**src/hw/tsc_consts.vh**
```
// tsc_consts.vh: offsets, field positions, reset values and counts of the
// timestamp and register-word codec; included by every design file.
`ifndef TSC_CONSTS_VH
`define TSC_CONSTS_VH

// ----------------------------------------------------------------
// register byte offsets (avalon, one aligned word each)
// ----------------------------------------------------------------
`define TSC_OFF_CTRL     8'h00
`define TSC_OFF_SETDATE  8'h04
`define TSC_OFF_SETTIME  8'h08
`define TSC_OFF_SETMS    8'h0C
`define TSC_OFF_PK0      8'h10
`define TSC_OFF_PK1      8'h14
`define TSC_OFF_PK2      8'h18
`define TSC_OFF_PK3      8'h1C
`define TSC_OFF_IEC0     8'h20
`define TSC_OFF_IEC1     8'h24
`define TSC_OFF_IEC2     8'h28
`define TSC_OFF_IEC3     8'h2C
`define TSC_OFF_IECQ     8'h30
`define TSC_OFF_STQ      8'h34
`define TSC_OFF_STW      8'h38
`define TSC_OFF_CNT0     8'h40
`define TSC_OFF_CNTHI    8'h50
`define TSC_OFF_CNTLO    8'h54

// ----------------------------------------------------------------
// control register bits
// ----------------------------------------------------------------
`define TSC_CTRL_SYNC    0
`define TSC_CTRL_EXT     1
`define TSC_CTRL_EXTENDED_PACKED_TIMESTAMP   2
`define TSC_CTRL_CLR     3

// ----------------------------------------------------------------
// field positions of the encoded words
// ----------------------------------------------------------------
`define TSC_PK_HI_LSB    8
`define TSC_PK_SUSPECT   15
`define TSC_IEC_DAY_W    5
`define TSC_IEC_MON_LSB  8
`define TSC_IEC_MIN_W    6
`define TSC_IEC_HR_LSB   8
`define TSC_IEC_YR_W     7
`define TSC_Q_EXT        12
`define TSC_Q_SYNC       13
`define TSC_Q_DSET       14
`define TSC_SETDATE_MON  8
`define TSC_SETDATE_DAY  16
`define TSC_SETTIME_MIN  8
`define TSC_SETTIME_SEC  16

// ----------------------------------------------------------------
// reset values and arithmetic constants
// ----------------------------------------------------------------
`define TSC_RST_YEAR     8'h64
`define TSC_RST_MON      4'h1
`define TSC_RST_DAY      5'h01
`define TSC_YEAR_2000    8'h64
`define TSC_MS_PER_SEC   16'h03E8
`define TSC_DIGIT_MAX    14'h270F

`endif

```
**src/hw/tsc_tenk_count.v**
```verilog
// tsc_tenk_count.v: event counter kept directly in base ten thousand.
// assumes one clock, synchronous active-high reset, single-cycle step pulses.
`timescale 1ns/1ps
`include "tsc_consts.vh"
module tsc_tenk_count
#(
  parameter NW = 4
)
(
  input  wire             i_clk,
  input  wire             i_rst,
  input  wire             i_clr,
  input  wire             i_step,
  output wire [16*NW-1:0] o_words
);
  reg     [13:0] dig_r [0:NW-1];
  reg     [NW:0] carry_in;
  integer        k;
  integer        j;

  // ----------------------------------------------------------------
  // carry chain: a digit passes the step on only while it sits at 9999
  // ----------------------------------------------------------------
  always @*
  begin
    carry_in[0] = i_step;
    for (j = 0; j < NW; j = j + 1)
      carry_in[j+1] = carry_in[j] && (dig_r[j] == `TSC_DIGIT_MAX);
  end

  // ----------------------------------------------------------------
  // digit ripple: each digit wraps at 9999 so no word leaves range
  // ----------------------------------------------------------------
  always @(posedge i_clk)
  begin
    if (i_rst || i_clr)
    begin
      for (k = 0; k < NW; k = k + 1)
        dig_r[k] <= 14'h0000;
    end
    else
    begin
      for (k = 0; k < NW; k = k + 1)
      begin
        if (carry_in[k])
        begin
          if (dig_r[k] == `TSC_DIGIT_MAX)
            dig_r[k] <= 14'h0000;
          else
            dig_r[k] <= dig_r[k] + 14'h0001;
        end
      end
    end
  end

  genvar g;
  generate
    for (g = 0; g < NW; g = g + 1)
    begin : gw
      // word g weighs ten thousand to the power g
      assign o_words[16*g +: 16] = {2'b00, dig_r[g]};
    end
  endgenerate
endmodule

```
**src/hw/tsc_ts_pack.v**
```verilog
// tsc_ts_pack.v: combinational packing of held date/time fields into the
// packed, extended packed and iec-style words; fields assumed in range.
`timescale 1ns/1ps
`include "tsc_consts.vh"
module tsc_ts_pack
(
  input  wire [7:0]  i_year,
  input  wire [3:0]  i_mon,
  input  wire [4:0]  i_day,
  input  wire [4:0]  i_hour,
  input  wire [5:0]  i_min,
  input  wire [5:0]  i_sec,
  input  wire [9:0]  i_ms,
  input  wire        i_suspect,
  input  wire        i_extended_packed_timestamp,
  input  wire        i_ext,
  input  wire        i_sync,
  input  wire        i_dset,
  output wire [15:0] o_pk0,
  output wire [15:0] o_pk1,
  output wire [15:0] o_pk2,
  output wire [15:0] o_pk3,
  output wire [15:0] o_iec0,
  output wire [15:0] o_iec1,
  output wire [15:0] o_iec2,
  output wire [15:0] o_iec3,
  output wire [15:0] o_iecq
);
  wire [7:0]  yoff;
  wire [15:0] sec_ms;

  // years before 2000 have no iec code, they read as 2000
  assign yoff   = (i_year < `TSC_YEAR_2000) ? 8'h00 : (i_year - `TSC_YEAR_2000);
  assign sec_ms = {10'h000, i_sec} * `TSC_MS_PER_SEC;

  assign o_pk0  = {i_suspect, 3'b000, i_mon, 3'b000, i_day};
  assign o_pk1  = {i_year, 3'b000, i_hour};
  assign o_pk2  = {2'b00, i_min, 2'b00, i_sec};
  assign o_pk3  = i_extended_packed_timestamp ? {6'h00, i_ms} : 16'h0000;
  assign o_iec0 = {9'h000, yoff[6:0]};
  assign o_iec1 = {4'h0, i_mon, 3'b000, i_day};
  assign o_iec2 = {3'b000, i_hour, 2'b00, i_min};
  assign o_iec3 = sec_ms + {6'h00, i_ms};
  assign o_iecq = {1'b0, i_dset, i_sync, i_ext, 12'h000};
endmodule

```
**src/hw/tsc_top.v**
```verilog
// tsc_top.v: timestamp and register-word codec behind an avalon-mm slave.
// assumes one 40 MHz clock, synchronous active-high reset, avalon master
// that holds its request until waitrequest is sampled low.
//
// Function
// - every base-ten-thousand word stays within -9999 to +9999.
// - a base-ten-thousand counter is the sum of word k times 10000^k, lowest address least.
// - packed word one carries day and month, word three seconds low and minutes high.
// - packed word one bit 15 is set whenever the date and time may be wrong.
// - packed word two carries hours low and year code 80..199 high.
// - the extended packed variant adds a millisecond word, the plain one omits it.
// - iec word one carries the year offset from 2000 in bits 0 to 6.
// - iec words two to four carry day/month, minutes/hours and milliseconds.
// - the iec quality word sits right after the four iec timestamp words.
// - iec quality bits 12, 13 and 14 flag external sync, sync and date set.
// - the quality word of a status word sits at the address just below it.
// - other multiword values go most significant register first.
`timescale 1ns/1ps
`include "tsc_consts.vh"
module tsc_top
#(
  parameter CNT_WORDS = 4
)
(
  input  wire        I_REF_CLK,
  input  wire        I_RST,
  input  wire [7:0]  I_AVS_ADDRESS,
  input  wire        I_AVS_READ,
  input  wire        I_AVS_WRITE,
  input  wire [31:0] I_AVS_WRITEDATA,
  input  wire [3:0]  I_AVS_BYTEENABLE,
  output wire [31:0] O_AVS_READDATA,
  output wire        O_AVS_WAITREQUEST,
  input  wire        I_CNT_STEP,
  input  wire [15:0] I_STATUS_BITS,
  input  wire [15:0] I_STATUS_QUAL,
  output wire        O_DATE_SUSPECT
);

  // ----------------------------------------------------------------
  // functions
  // ----------------------------------------------------------------
  function [31:0] wmerge;
    input [31:0] old_w;
    input [31:0] new_w;
    input [3:0]  be;
    integer      b;
    begin
      wmerge = old_w;
      for (b = 0; b < 4; b = b + 1)
        if (be[b])
          wmerge[8*b +: 8] = new_w[8*b +: 8];
    end
  endfunction

  localparam [7:0] cnt_base = `TSC_OFF_CNT0;

  // counter window: aligned words only, words past CNT_WORDS stay unmapped
  function cnt_hit;
    input [7:0] addr;
    begin
      cnt_hit = (addr[7:4] == cnt_base[7:4]) && (addr[1:0] == 2'b00) &&
                ({30'h00000000, addr[3:2]} < CNT_WORDS);
    end
  endfunction

  // ----------------------------------------------------------------
  // state
  // ----------------------------------------------------------------
  reg  [31:0]           rdata_r;
  reg                   wait_r;
  reg                   sync_r;
  reg                   ext_r;
  reg                   extended_packed_timestamp_r;
  reg                   dset_r;
  reg                   clr_r;
  reg                   suspect_r;
  reg  [7:0]            year_r;
  reg  [3:0]            mon_r;
  reg  [4:0]            day_r;
  reg  [4:0]            hour_r;
  reg  [5:0]            min_r;
  reg  [5:0]            sec_r;
  reg  [9:0]            ms_r;
  reg  [15:0]           stw_r;
  reg  [15:0]           stq_r;
  reg  [31:0]           bin_r;
  reg  [31:0]           rd_nxt;
  reg  [31:0]           wimg;

  wire                  req;
  wire                  wr_go;
  wire [15:0]           pk0;
  wire [15:0]           pk1;
  wire [15:0]           pk2;
  wire [15:0]           pk3;
  wire [15:0]           iec0;
  wire [15:0]           iec1;
  wire [15:0]           iec2;
  wire [15:0]           iec3;
  wire [15:0]           iecq;
  wire [16*CNT_WORDS-1:0] cnt_words;
  wire [31:0]           ctrl_img;
  wire [31:0]           date_img;
  wire [31:0]           time_img;
  wire [2:0]            cnt_idx;

  assign req       = I_AVS_READ | I_AVS_WRITE;
  assign wr_go     = I_AVS_WRITE & ~wait_r;
  assign cnt_idx   = {1'b0, I_AVS_ADDRESS[3:2]};
  assign ctrl_img  = {28'h0000000, 1'b0, extended_packed_timestamp_r, ext_r, sync_r};
  assign date_img  = {11'h000, day_r, 4'h0, mon_r, year_r};
  assign time_img  = {10'h000, sec_r, 2'b00, min_r, 3'b000, hour_r};

  assign O_AVS_READDATA    = rdata_r;
  assign O_AVS_WAITREQUEST = wait_r;
  assign O_DATE_SUSPECT    = suspect_r;

  // ----------------------------------------------------------------
  // encoders
  // ----------------------------------------------------------------
  tsc_ts_pack u_pack
  (
    .i_year    (year_r),
    .i_mon     (mon_r),
    .i_day     (day_r),
    .i_hour    (hour_r),
    .i_min     (min_r),
    .i_sec     (sec_r),
    .i_ms      (ms_r),
    .i_suspect (suspect_r),
    .i_extended_packed_timestamp   (extended_packed_timestamp_r),
    .i_ext     (ext_r),
    .i_sync    (sync_r),
    .i_dset    (dset_r),
    .o_pk0     (pk0),
    .o_pk1     (pk1),
    .o_pk2     (pk2),
    .o_pk3     (pk3),
    .o_iec0    (iec0),
    .o_iec1    (iec1),
    .o_iec2    (iec2),
    .o_iec3    (iec3),
    .o_iecq    (iecq)
  );

  tsc_tenk_count
  #(
    .NW (CNT_WORDS)
  )
  u_tenk
  (
    .i_clk   (I_REF_CLK),
    .i_rst   (I_RST),
    .i_clr   (clr_r),
    .i_step  (I_CNT_STEP),
    .o_words (cnt_words)
  );

  // ----------------------------------------------------------------
  // bus handshake: one wait cycle, then data stands at the release
  // ----------------------------------------------------------------
  always @(posedge I_REF_CLK)
  begin
    if (I_RST)
      wait_r <= 1'b1;
    else if (req && wait_r)
      wait_r <= 1'b0;
    else
      wait_r <= 1'b1;
  end

  // read data is taken as waitrequest falls and stands until the next access
  always @(posedge I_REF_CLK)
  begin
    if (I_RST)
      rdata_r <= 32'h00000000;
    else if (req && wait_r)
      rdata_r <= I_AVS_READ ? rd_nxt : 32'h00000000;
  end

  // ----------------------------------------------------------------
  // read decode
  // ----------------------------------------------------------------
  always @*
  begin
    rd_nxt = 32'h00000000;
    case (I_AVS_ADDRESS)
      `TSC_OFF_CTRL:    rd_nxt = ctrl_img;
      `TSC_OFF_SETDATE: rd_nxt = date_img;
      `TSC_OFF_SETTIME: rd_nxt = time_img;
      `TSC_OFF_SETMS:   rd_nxt = {22'h000000, ms_r};
      `TSC_OFF_PK0:     rd_nxt = {16'h0000, pk0};
      `TSC_OFF_PK1:     rd_nxt = {16'h0000, pk1};
      `TSC_OFF_PK2:     rd_nxt = {16'h0000, pk2};
      `TSC_OFF_PK3:     rd_nxt = {16'h0000, pk3};
      `TSC_OFF_IEC0:    rd_nxt = {16'h0000, iec0};
      `TSC_OFF_IEC1:    rd_nxt = {16'h0000, iec1};
      `TSC_OFF_IEC2:    rd_nxt = {16'h0000, iec2};
      `TSC_OFF_IEC3:    rd_nxt = {16'h0000, iec3};
      `TSC_OFF_IECQ:    rd_nxt = {16'h0000, iecq};
      `TSC_OFF_STQ:     rd_nxt = {16'h0000, stq_r};
      `TSC_OFF_STW:     rd_nxt = {16'h0000, stw_r};
      `TSC_OFF_CNTHI:   rd_nxt = {16'h0000, bin_r[31:16]};
      `TSC_OFF_CNTLO:   rd_nxt = {16'h0000, bin_r[15:0]};
      default:
      begin
        // counter words sit lowest first; words past CNT_WORDS read zero
        if (cnt_hit(I_AVS_ADDRESS))
          rd_nxt = {16'h0000, cnt_words[16*cnt_idx +: 16]};
        else
          rd_nxt = 32'h00000000;
      end
    endcase
  end

  // ----------------------------------------------------------------
  // write image: merged with the current value under byte enables
  // ----------------------------------------------------------------
  always @*
  begin
    case (I_AVS_ADDRESS)
      `TSC_OFF_CTRL:    wimg = wmerge(ctrl_img, I_AVS_WRITEDATA, I_AVS_BYTEENABLE);
      `TSC_OFF_SETDATE: wimg = wmerge(date_img, I_AVS_WRITEDATA, I_AVS_BYTEENABLE);
      `TSC_OFF_SETTIME: wimg = wmerge(time_img, I_AVS_WRITEDATA, I_AVS_BYTEENABLE);
      `TSC_OFF_IEC0:    wimg = wmerge({16'h0000, iec0}, I_AVS_WRITEDATA, I_AVS_BYTEENABLE);
      `TSC_OFF_IEC1:    wimg = wmerge({16'h0000, iec1}, I_AVS_WRITEDATA, I_AVS_BYTEENABLE);
      `TSC_OFF_IEC2:    wimg = wmerge({16'h0000, iec2}, I_AVS_WRITEDATA, I_AVS_BYTEENABLE);
      `TSC_OFF_IEC3:    wimg = wmerge({16'h0000, iec3}, I_AVS_WRITEDATA, I_AVS_BYTEENABLE);
      default:          wimg = wmerge({22'h000000, ms_r}, I_AVS_WRITEDATA, I_AVS_BYTEENABLE);
    endcase
  end

  // ----------------------------------------------------------------
  // control, date and time fields
  // ----------------------------------------------------------------
  always @(posedge I_REF_CLK)
  begin
    if (I_RST)
    begin
      sync_r    <= 1'b0;
      ext_r     <= 1'b0;
      extended_packed_timestamp_r   <= 1'b0;
      dset_r    <= 1'b0;
      year_r    <= `TSC_RST_YEAR;
      mon_r     <= `TSC_RST_MON;
      day_r     <= `TSC_RST_DAY;
      hour_r    <= 5'h00;
      min_r     <= 6'h00;
      sec_r     <= 6'h00;
      ms_r      <= 10'h000;
    end
    else
    begin
      if (wr_go)
      begin
        case (I_AVS_ADDRESS)
          `TSC_OFF_CTRL:
          begin
            sync_r  <= wimg[`TSC_CTRL_SYNC];
            ext_r   <= wimg[`TSC_CTRL_EXT];
            extended_packed_timestamp_r <= wimg[`TSC_CTRL_EXTENDED_PACKED_TIMESTAMP];
          end
          `TSC_OFF_SETDATE:
          begin
            year_r  <= wimg[7:0];
            mon_r   <= wimg[`TSC_SETDATE_MON +: 4];
            day_r   <= wimg[`TSC_SETDATE_DAY +: 5];
            dset_r  <= 1'b1;
          end
          `TSC_OFF_SETTIME:
          begin
            hour_r  <= wimg[4:0];
            min_r   <= wimg[`TSC_SETTIME_MIN +: 6];
            sec_r   <= wimg[`TSC_SETTIME_SEC +: 6];
          end
          `TSC_OFF_SETMS:
            ms_r    <= wimg[9:0];
          `TSC_OFF_IEC0:
          begin
            // reserved bits 7 to 15 are dropped
            year_r  <= {1'b0, wimg[`TSC_IEC_YR_W-1:0]} + `TSC_YEAR_2000;
            dset_r  <= 1'b1;
          end
          `TSC_OFF_IEC1:
          begin
            day_r   <= wimg[`TSC_IEC_DAY_W-1:0];
            mon_r   <= wimg[`TSC_IEC_MON_LSB +: 4];
          end
          `TSC_OFF_IEC2:
          begin
            min_r   <= wimg[`TSC_IEC_MIN_W-1:0];
            hour_r  <= wimg[`TSC_IEC_HR_LSB +: 5];
          end
          default:
            ms_r    <= ms_r;
        endcase
      end
    end
  end

  // ----------------------------------------------------------------
  // captured status pair and date doubt flag
  // ----------------------------------------------------------------
  always @(posedge I_REF_CLK)
  begin
    if (I_RST)
    begin
      stw_r     <= 16'h0000;
      stq_r     <= 16'h0000;
      suspect_r <= 1'b1;
    end
    else
    begin
      // quality and status are sampled together so a pair never tears
      stw_r     <= I_STATUS_BITS;
      stq_r     <= I_STATUS_QUAL;
      // after reset (power loss) or until software syncs, flag doubt
      suspect_r <= ~sync_r;
    end
  end

  // ----------------------------------------------------------------
  // counter clear: one-cycle pulse from a write of the clear bit
  // ----------------------------------------------------------------
  always @(posedge I_REF_CLK)
  begin
    // the clear bit is not stored, so it always reads back as zero
    if (I_RST)
      clr_r <= 1'b0;
    else
      clr_r <= wr_go && (I_AVS_ADDRESS == `TSC_OFF_CTRL) && wimg[`TSC_CTRL_CLR];
  end

  // ----------------------------------------------------------------
  // binary event total, kept beside the base-ten-thousand form
  // ----------------------------------------------------------------
  always @(posedge I_REF_CLK)
  begin
    if (I_RST || clr_r)
      bin_r <= 32'h00000000;
    else if (I_CNT_STEP)
      bin_r <= bin_r + 32'h00000001;
  end

endmodule

```
**config.mk**
```make
export PLATFORM = sky130hd
export DESIGN_NAME = tsc_top
export DESIGN_NICKNAME = d
export VERILOG_FILES = /design/src/hw/tsc_tenk_count.v /design/src/hw/tsc_ts_pack.v /design/src/hw/tsc_top.v
export VERILOG_INCLUDE_DIRS = /design/src /design/src/hw
export SDC_FILE = /design/constraint.sdc
export NUM_CORES = 1
export LEC_CHECK = 0
export ABC_AREA = 1
export ABC_CLOCK_PERIOD_IN_PS = 4400
export BUFFER_PORTS_ARGS = -buffer_cell sky130_fd_sc_hd__buf_2
export CAP_MARGIN = 40
export CORE_AREA = 2 2 157 159
export CTS_CLUSTER_SIZE = 40
export DETAILED_ROUTE_END_ITERATION = 7
export DIE_AREA = 0 0 159 161
export GPL_TIMING_DRIVEN = 1
export PLACE_DENSITY = 0.73
export SETUP_SLACK_MARGIN = 0.5
export SYNTH_ARGS = -nofsm -noshare
export SYNTH_HDL_FRONTEND = slang
export SYNTH_SLANG_ARGS = --single-unit
```
**constraint.sdc**
```tcl
create_clock -name I_REF_CLK -period 4.4 [get_ports I_REF_CLK]
set_clock_uncertainty 0.2 [all_clocks]
set_input_delay 0.66 -clock I_REF_CLK [delete_from_list [all_inputs] [get_ports I_REF_CLK]]
set_output_delay 0.66 -clock I_REF_CLK [all_outputs]
set_load 0.1 [all_outputs]
```
# After elaboration in Yosys (flattened, before gate mapping)
# Memory sizes are Yosys's and may differ from the RTL's.
# Cells that the tools add are included.
# classes
n_lt_le_gt_ge,1
bitwise,12
shift,1
mux,70
n_mul,1
reduce_logical,25
addsub,8
n_eq_ne,23
# ops
op,count
$pmux 22 s17,1
$pmux 22 s7,1
$mux 14,8
$mux 8,14
$shiftx 64x7->16,1
$add 14x1->14 const B,4
$eq 14x14->1 const B,4
$eq 8x6->1 const B,7
$mux 1,35
$add 32x1->32 const B,1
$eq 8x5->1 const B,4
$mux 32,1
$pmux 5 s2,2
$mux 6,3
$add 16x10->16,1
$eq 8x4->1 const B,2
$eq 8x7->1 const B,2
$mux 16,1
$pmux 8 s2,1
$reduce_and 2->1,8
$mul 6x7->13 const B,1
$pmux 6 s2,1
$mux 10,1
$or 1x1->1,9
16 further kinds,28
# word_totals
output_inout_bits,34
mem_bits_rw,56
inputBits,81
n_memories,1
ff_bits,147
# mem_list
name,depth,word_bits,rd,rd_ports_with_merged_regs,write_ports,line_no,rtl
u_tenk.dig_r,4,14,4,0,4,tsc_tenk_count.v:16,reg [13:0] dig_r [0:NW-1];

# Logic depth before layout (Yosys ltp)
# An unclocked memory read counts as a cell.
# logic_depth
word_depth,10
mapped_depth,26

# Cells and area by module
# From an unflattened synthesis, not the netlist that was laid out.
# unflattened
hier_cells,2342
hier_area_um2,15263.4
# by_module_without_submodules
module,cells_per_inst,area_per_inst_um2,n_inst,seq_area_each_um2
tsc_top,1599,9350.2,1,2742.6
tsc_tenk_count,388,3482.1,1,1681.6
tsc_ts_pack,355,2431.1,1,0.0

# Least setup slack after synthesis
# No wires, ideal clock.
# synth_timing
kind,reg2reg
start,register sec_r[1]
end,register rdata_r[14] (netlist: O_AVS_READDATA[14])
setup_time_ps,132
t_required_ps,4068
setup_slack_ps,242
synth_period_minus_slack_ps,4158
stages_incl_launch_ff,22
n_path_buf,0
arrival_time_ps,3825
path_cell_list,dfxtp_1 fa_1 ha_1 inv_1 fa_1 inv_1 ha_1 inv_1 fa_1 xnor2_1 ha_1 nand2_1 o21a_1 nand2_1 nand2_1 nor2_1 nand2_1 or2_2 nand3_1 nand2_1 nand2_1 a21oi_1
# synth_via
elab_chain_cells,4
# synth_lines
item,line_no,rtl
start: declaration,tsc_top.v:83,reg [5:0] sec_r;
start signal: assignment,tsc_top.v:275,sec_r <= wimg[`TSC_SETTIME_SEC +: 6];
$mul 6x7->13 (no line),n/a,
$add 16x10->16,tsc_ts_pack.v:43,"assign o_iec3 = sec_ms + {6'h00, i_ms};"
$pmux 22 s17,tsc_top.v:188,case (I_AVS_ADDRESS)
$mux 32,tsc_top.v:179,rdata_r <= I_AVS_READ ? rd_nxt : 32'h00000000;
end signal: assignment,tsc_top.v:179,
end: declaration,tsc_top.v:70,reg [31:0] rdata_r;
# No other way between the ends.
# A chain may end at the register's enable or synchronous reset.

# Worst setup path after layout
# layout_timing
start,register sec_r[2]
end,register rdata_r[12] (netlist: O_AVS_READDATA[12])
# The elaborated chain is that of the path after synthesis.

==> impl_results.md <==
- Outcome: finished clean
- CTS tree: yes
- GPL Wtd Cong: 1.042
- First-pass GRT wire length: 69800 µm
- Vias in the first global route: ~13000
- Sink Count: 193
- Synth Register Bits: 193
- Pleak: about 6.5 nW
- Gr usage total: 35.03%
- Clock power share: 42.1%
- Crit Path Class: flip-flop to flip-flop
- Crit path required time: 4.49 ns
- Arr. time, crit path: roughly 4.5 ns
- Ys Warns: 0
- Max-cap viol count: 0
- Combinational Power Share: 9.5%
- Initial Utilization: ~54%
- CP Cell Sequence: fa_2, ha_4, inv_2, fa_1, inv_1, ha_2, inv_2, fa_2, inv_2, ha_4, buf_4, nand2_2, o21a_1, nand2_2, nand2_2, xor2_2, nand2_1, nand4_1, a21oi_2, nor2_1
- Clock tree root driver cell: clkbuf_16
- Most common flop cell mapped by yosys: dfxtp_1
- Port bufs: 91
- Slew headroom: 36.79%
- Achievable Freq: ~230 MHz
- Synth Area per Inst: between 6 and 7 µm²
- Worst slew pin tran: 0.9482 ns
- Post-CTS Hold Buffers: 0
- Remaining DRCs: 0
- Antenna Violating Nets Remaining: 0
- Clock Tree Buf Depth: 2
- RSZ-0062 raised after global routing: yes
- Die area: 25600 µm²
- Core footprint: roughly 24000 µm²
- Commonest non-fill, non-tap cells in the layout: nand2_1, inv_1, nor2_1
- Design internal power: 2.752 mW
- Sequential area share after synthesis: about 34%
- Post-DP Area: 13740 µm²
- Worst Hold Slack: around 0.21 ns
- Number of DRC markers in iteration 0: 1569
- Final Util: 60.76%
- CTS Buf Count: 17
- Clock slew at reported path FFs: 0.08 ns
- Vias per cell: 5.859
- Largest net degree at the start of global routing: 81
- Remaining Overflow, GRT: 0
- CP Capture Type: flip-flop
- Drt wl/cell: about 20 µm
- H-tree Lvls: 4
- Worst path slowest cell: fa_2
- Post-synth EDFFs: 56
- Critical path fanouts, max: 4
- Setup TNS: 0 ns
- CP startpoint kind: flip-flop
- Period utilisation layout: between 90% and 100%
- Sequential share of power: 48.4%
- Synth cell types: 58
- Pwr Total: roughly 3.9 mW
- Async set-reset flop share out of synthesis: 0%
- Area Growth Syn to Fin: 12.82%
- Total wire length: 45320 µm
- Sw Pwr: 1.164 mW
- Min cycle time layout: 4.389 ns
- ANT cells: 0
- 1st-pass router iterations: 6
- Row cnt: 57
- Worst-Skew Late Latency: 0.45 ns
- Cell Area, Synth: 12900 µm²
- Post-Synthesis Cells: about 1900
- Pwr dens: 268.9 nW/µm²
- Net count, final: between 2000 and 2500
- Dpl hpwl: 34470 µm
- Routed vias: ~14000
- CP peak stage delay: ~0.62 ns
- Max-slew violations: 0
- Initial antenna violation count: 1
- Worst hold-check path type: primary input to flip-flop
- Switching share of power: 29.72%
- Slack of the worst reg-to-reg path: 0.01 ns
- Share of layout cells above drive strength 1: 13.14%
- I/O pin total: 115
- Peak VDD IR: 198.0 µV
- Die height: 161 µm
- Commonest non-fill, non-tap cell in the layout: nand2_1
- Cell area after layout: between 10000 and 15000 µm²
- Fin. Hold Viols: 0
- Setup Viol. Count Final: 0
- Die width: between 150 and 200 µm
[Yosys cell counts (23+ instances only)]
library cell  number  share of area [%]
xor2_1            23                1.6
edfxtp_1          56                 13
nor2_1           206                6.0
clkbuf_1          31               0.90
a21oi_1          142                5.5
nand3_1          119                4.6
nand2_1          387                 11
nor3_1            50                1.9
dfxtp_1          137                 21
inv_1            286                8.3
ha_1              37                3.6
o21ai_0          118                4.6
o211ai_1          25                1.5
o22ai_1           38                1.8
nand4_1           35                1.7
[cell type report]
type / count / area, µm²
Fill cell: 2313 / 9404
Multi-Input combinational cell: 1334 / 7254
Sequential cell: 193 / 4431
Inverter: 303 / 1140
Timing Repair Buffer: 125 / 718.2
Clock buffer: 18 / 439.2
Tap cell: 324 / 405.4
Clock inverter: 14 / 171.4
[metal layers]
metal | GRT usage, % | up-vias | wire (µm)
met5 | 0 | - | 0
met4 | 16.32 | 0 | 2228
met3 | 6.882 | 137 | 4589
met2 | 57.77 | 711 | 20580
met1 | 44.55 | 6298 | 17920
li1 | - | 6395 | -
[sequential cells by signal (all words and copies together) (netlist names)]
signal and count:
u_tenk.dig_r 56, bin_r 32, O_AVS_READDATA 22, stq_r 16
stw_r 16, ms_r 10, year_r 8, min_r 6
sec_r 6, day_r 5, hour_r 5, mon_r 4
O_AVS_WAITREQUEST 1, O_DATE_SUSPECT 1, clr_r 1, dset_r 1
ext_r 1, extended_packed_timestamp_r 1, sync_r 1
[power by group through the flow]
stage	combinational, mW	sequential (mW)	clock, mW
floorplan	0.238	1.94	0
global placement	0.352	1.94	0
detailed placement	0.357	1.94	0
CTS	0.360	1.90	1.65
global route	0.399	1.90	1.72
finish	0.370	1.90	1.65
[critical path, delay by kind of cell (launching register included)]
family,cells,cell delay [ns]
adder cells (fa/ha/maj),6,2.21
AND/OR/NAND/NOR,6,0.59
AO/OA/AOI/OAI,2,0.39
flip-flops,1,0.36
buffers and inverters,5,0.31
XOR/XNOR,1,0.16
[what timing repair did]
item                       CTS  global route
setup endpoints to repair   24            24
buffers inserted             8             1
pin swaps                   26            19
resized for setup           17            25
[path summary, 6_finish.rpt]
| path | from | cells past startpoint | end |
|---|---|---|---|
| setup / recovery | sec_r[2] | 20 | O_AVS_READDATA[12] |
| hold / removal | I_STATUS_QUAL[5] | 3 | stq_r[5] |
| setup reg to reg | sec_r[2] | 20 | O_AVS_READDATA[12] |
| hold reg to reg | O_AVS_READDATA[16] | 2 | O_AVS_READDATA[16] |
[per-stage QoR]
step,cells,setup WS [ns]
2_1_floorplan,1894,0.3561
3_3_place_gp,2269,0.06618
3_5_place_dp,2270,0.03425
4_1_cts,2310,0.07947
5_1_grt,2311,-0.1243
6_report,2311,0.01135
[cells by family (layout without fill, tap and decap cells)]
kind of cell	after synthesis	in the layout	synth area share [%]
other cells	1	10	0.02906
compound gates	378	378	16.67
mux	2	2	0.1551
buf+inv	367	460	11.26
simple gates	865	865	29.95
flops	193	193	34.28
xor+xnor	28	28	1.900
fa+ha+maj	51	51	5.759
Power figures use the tool's default switching activity.
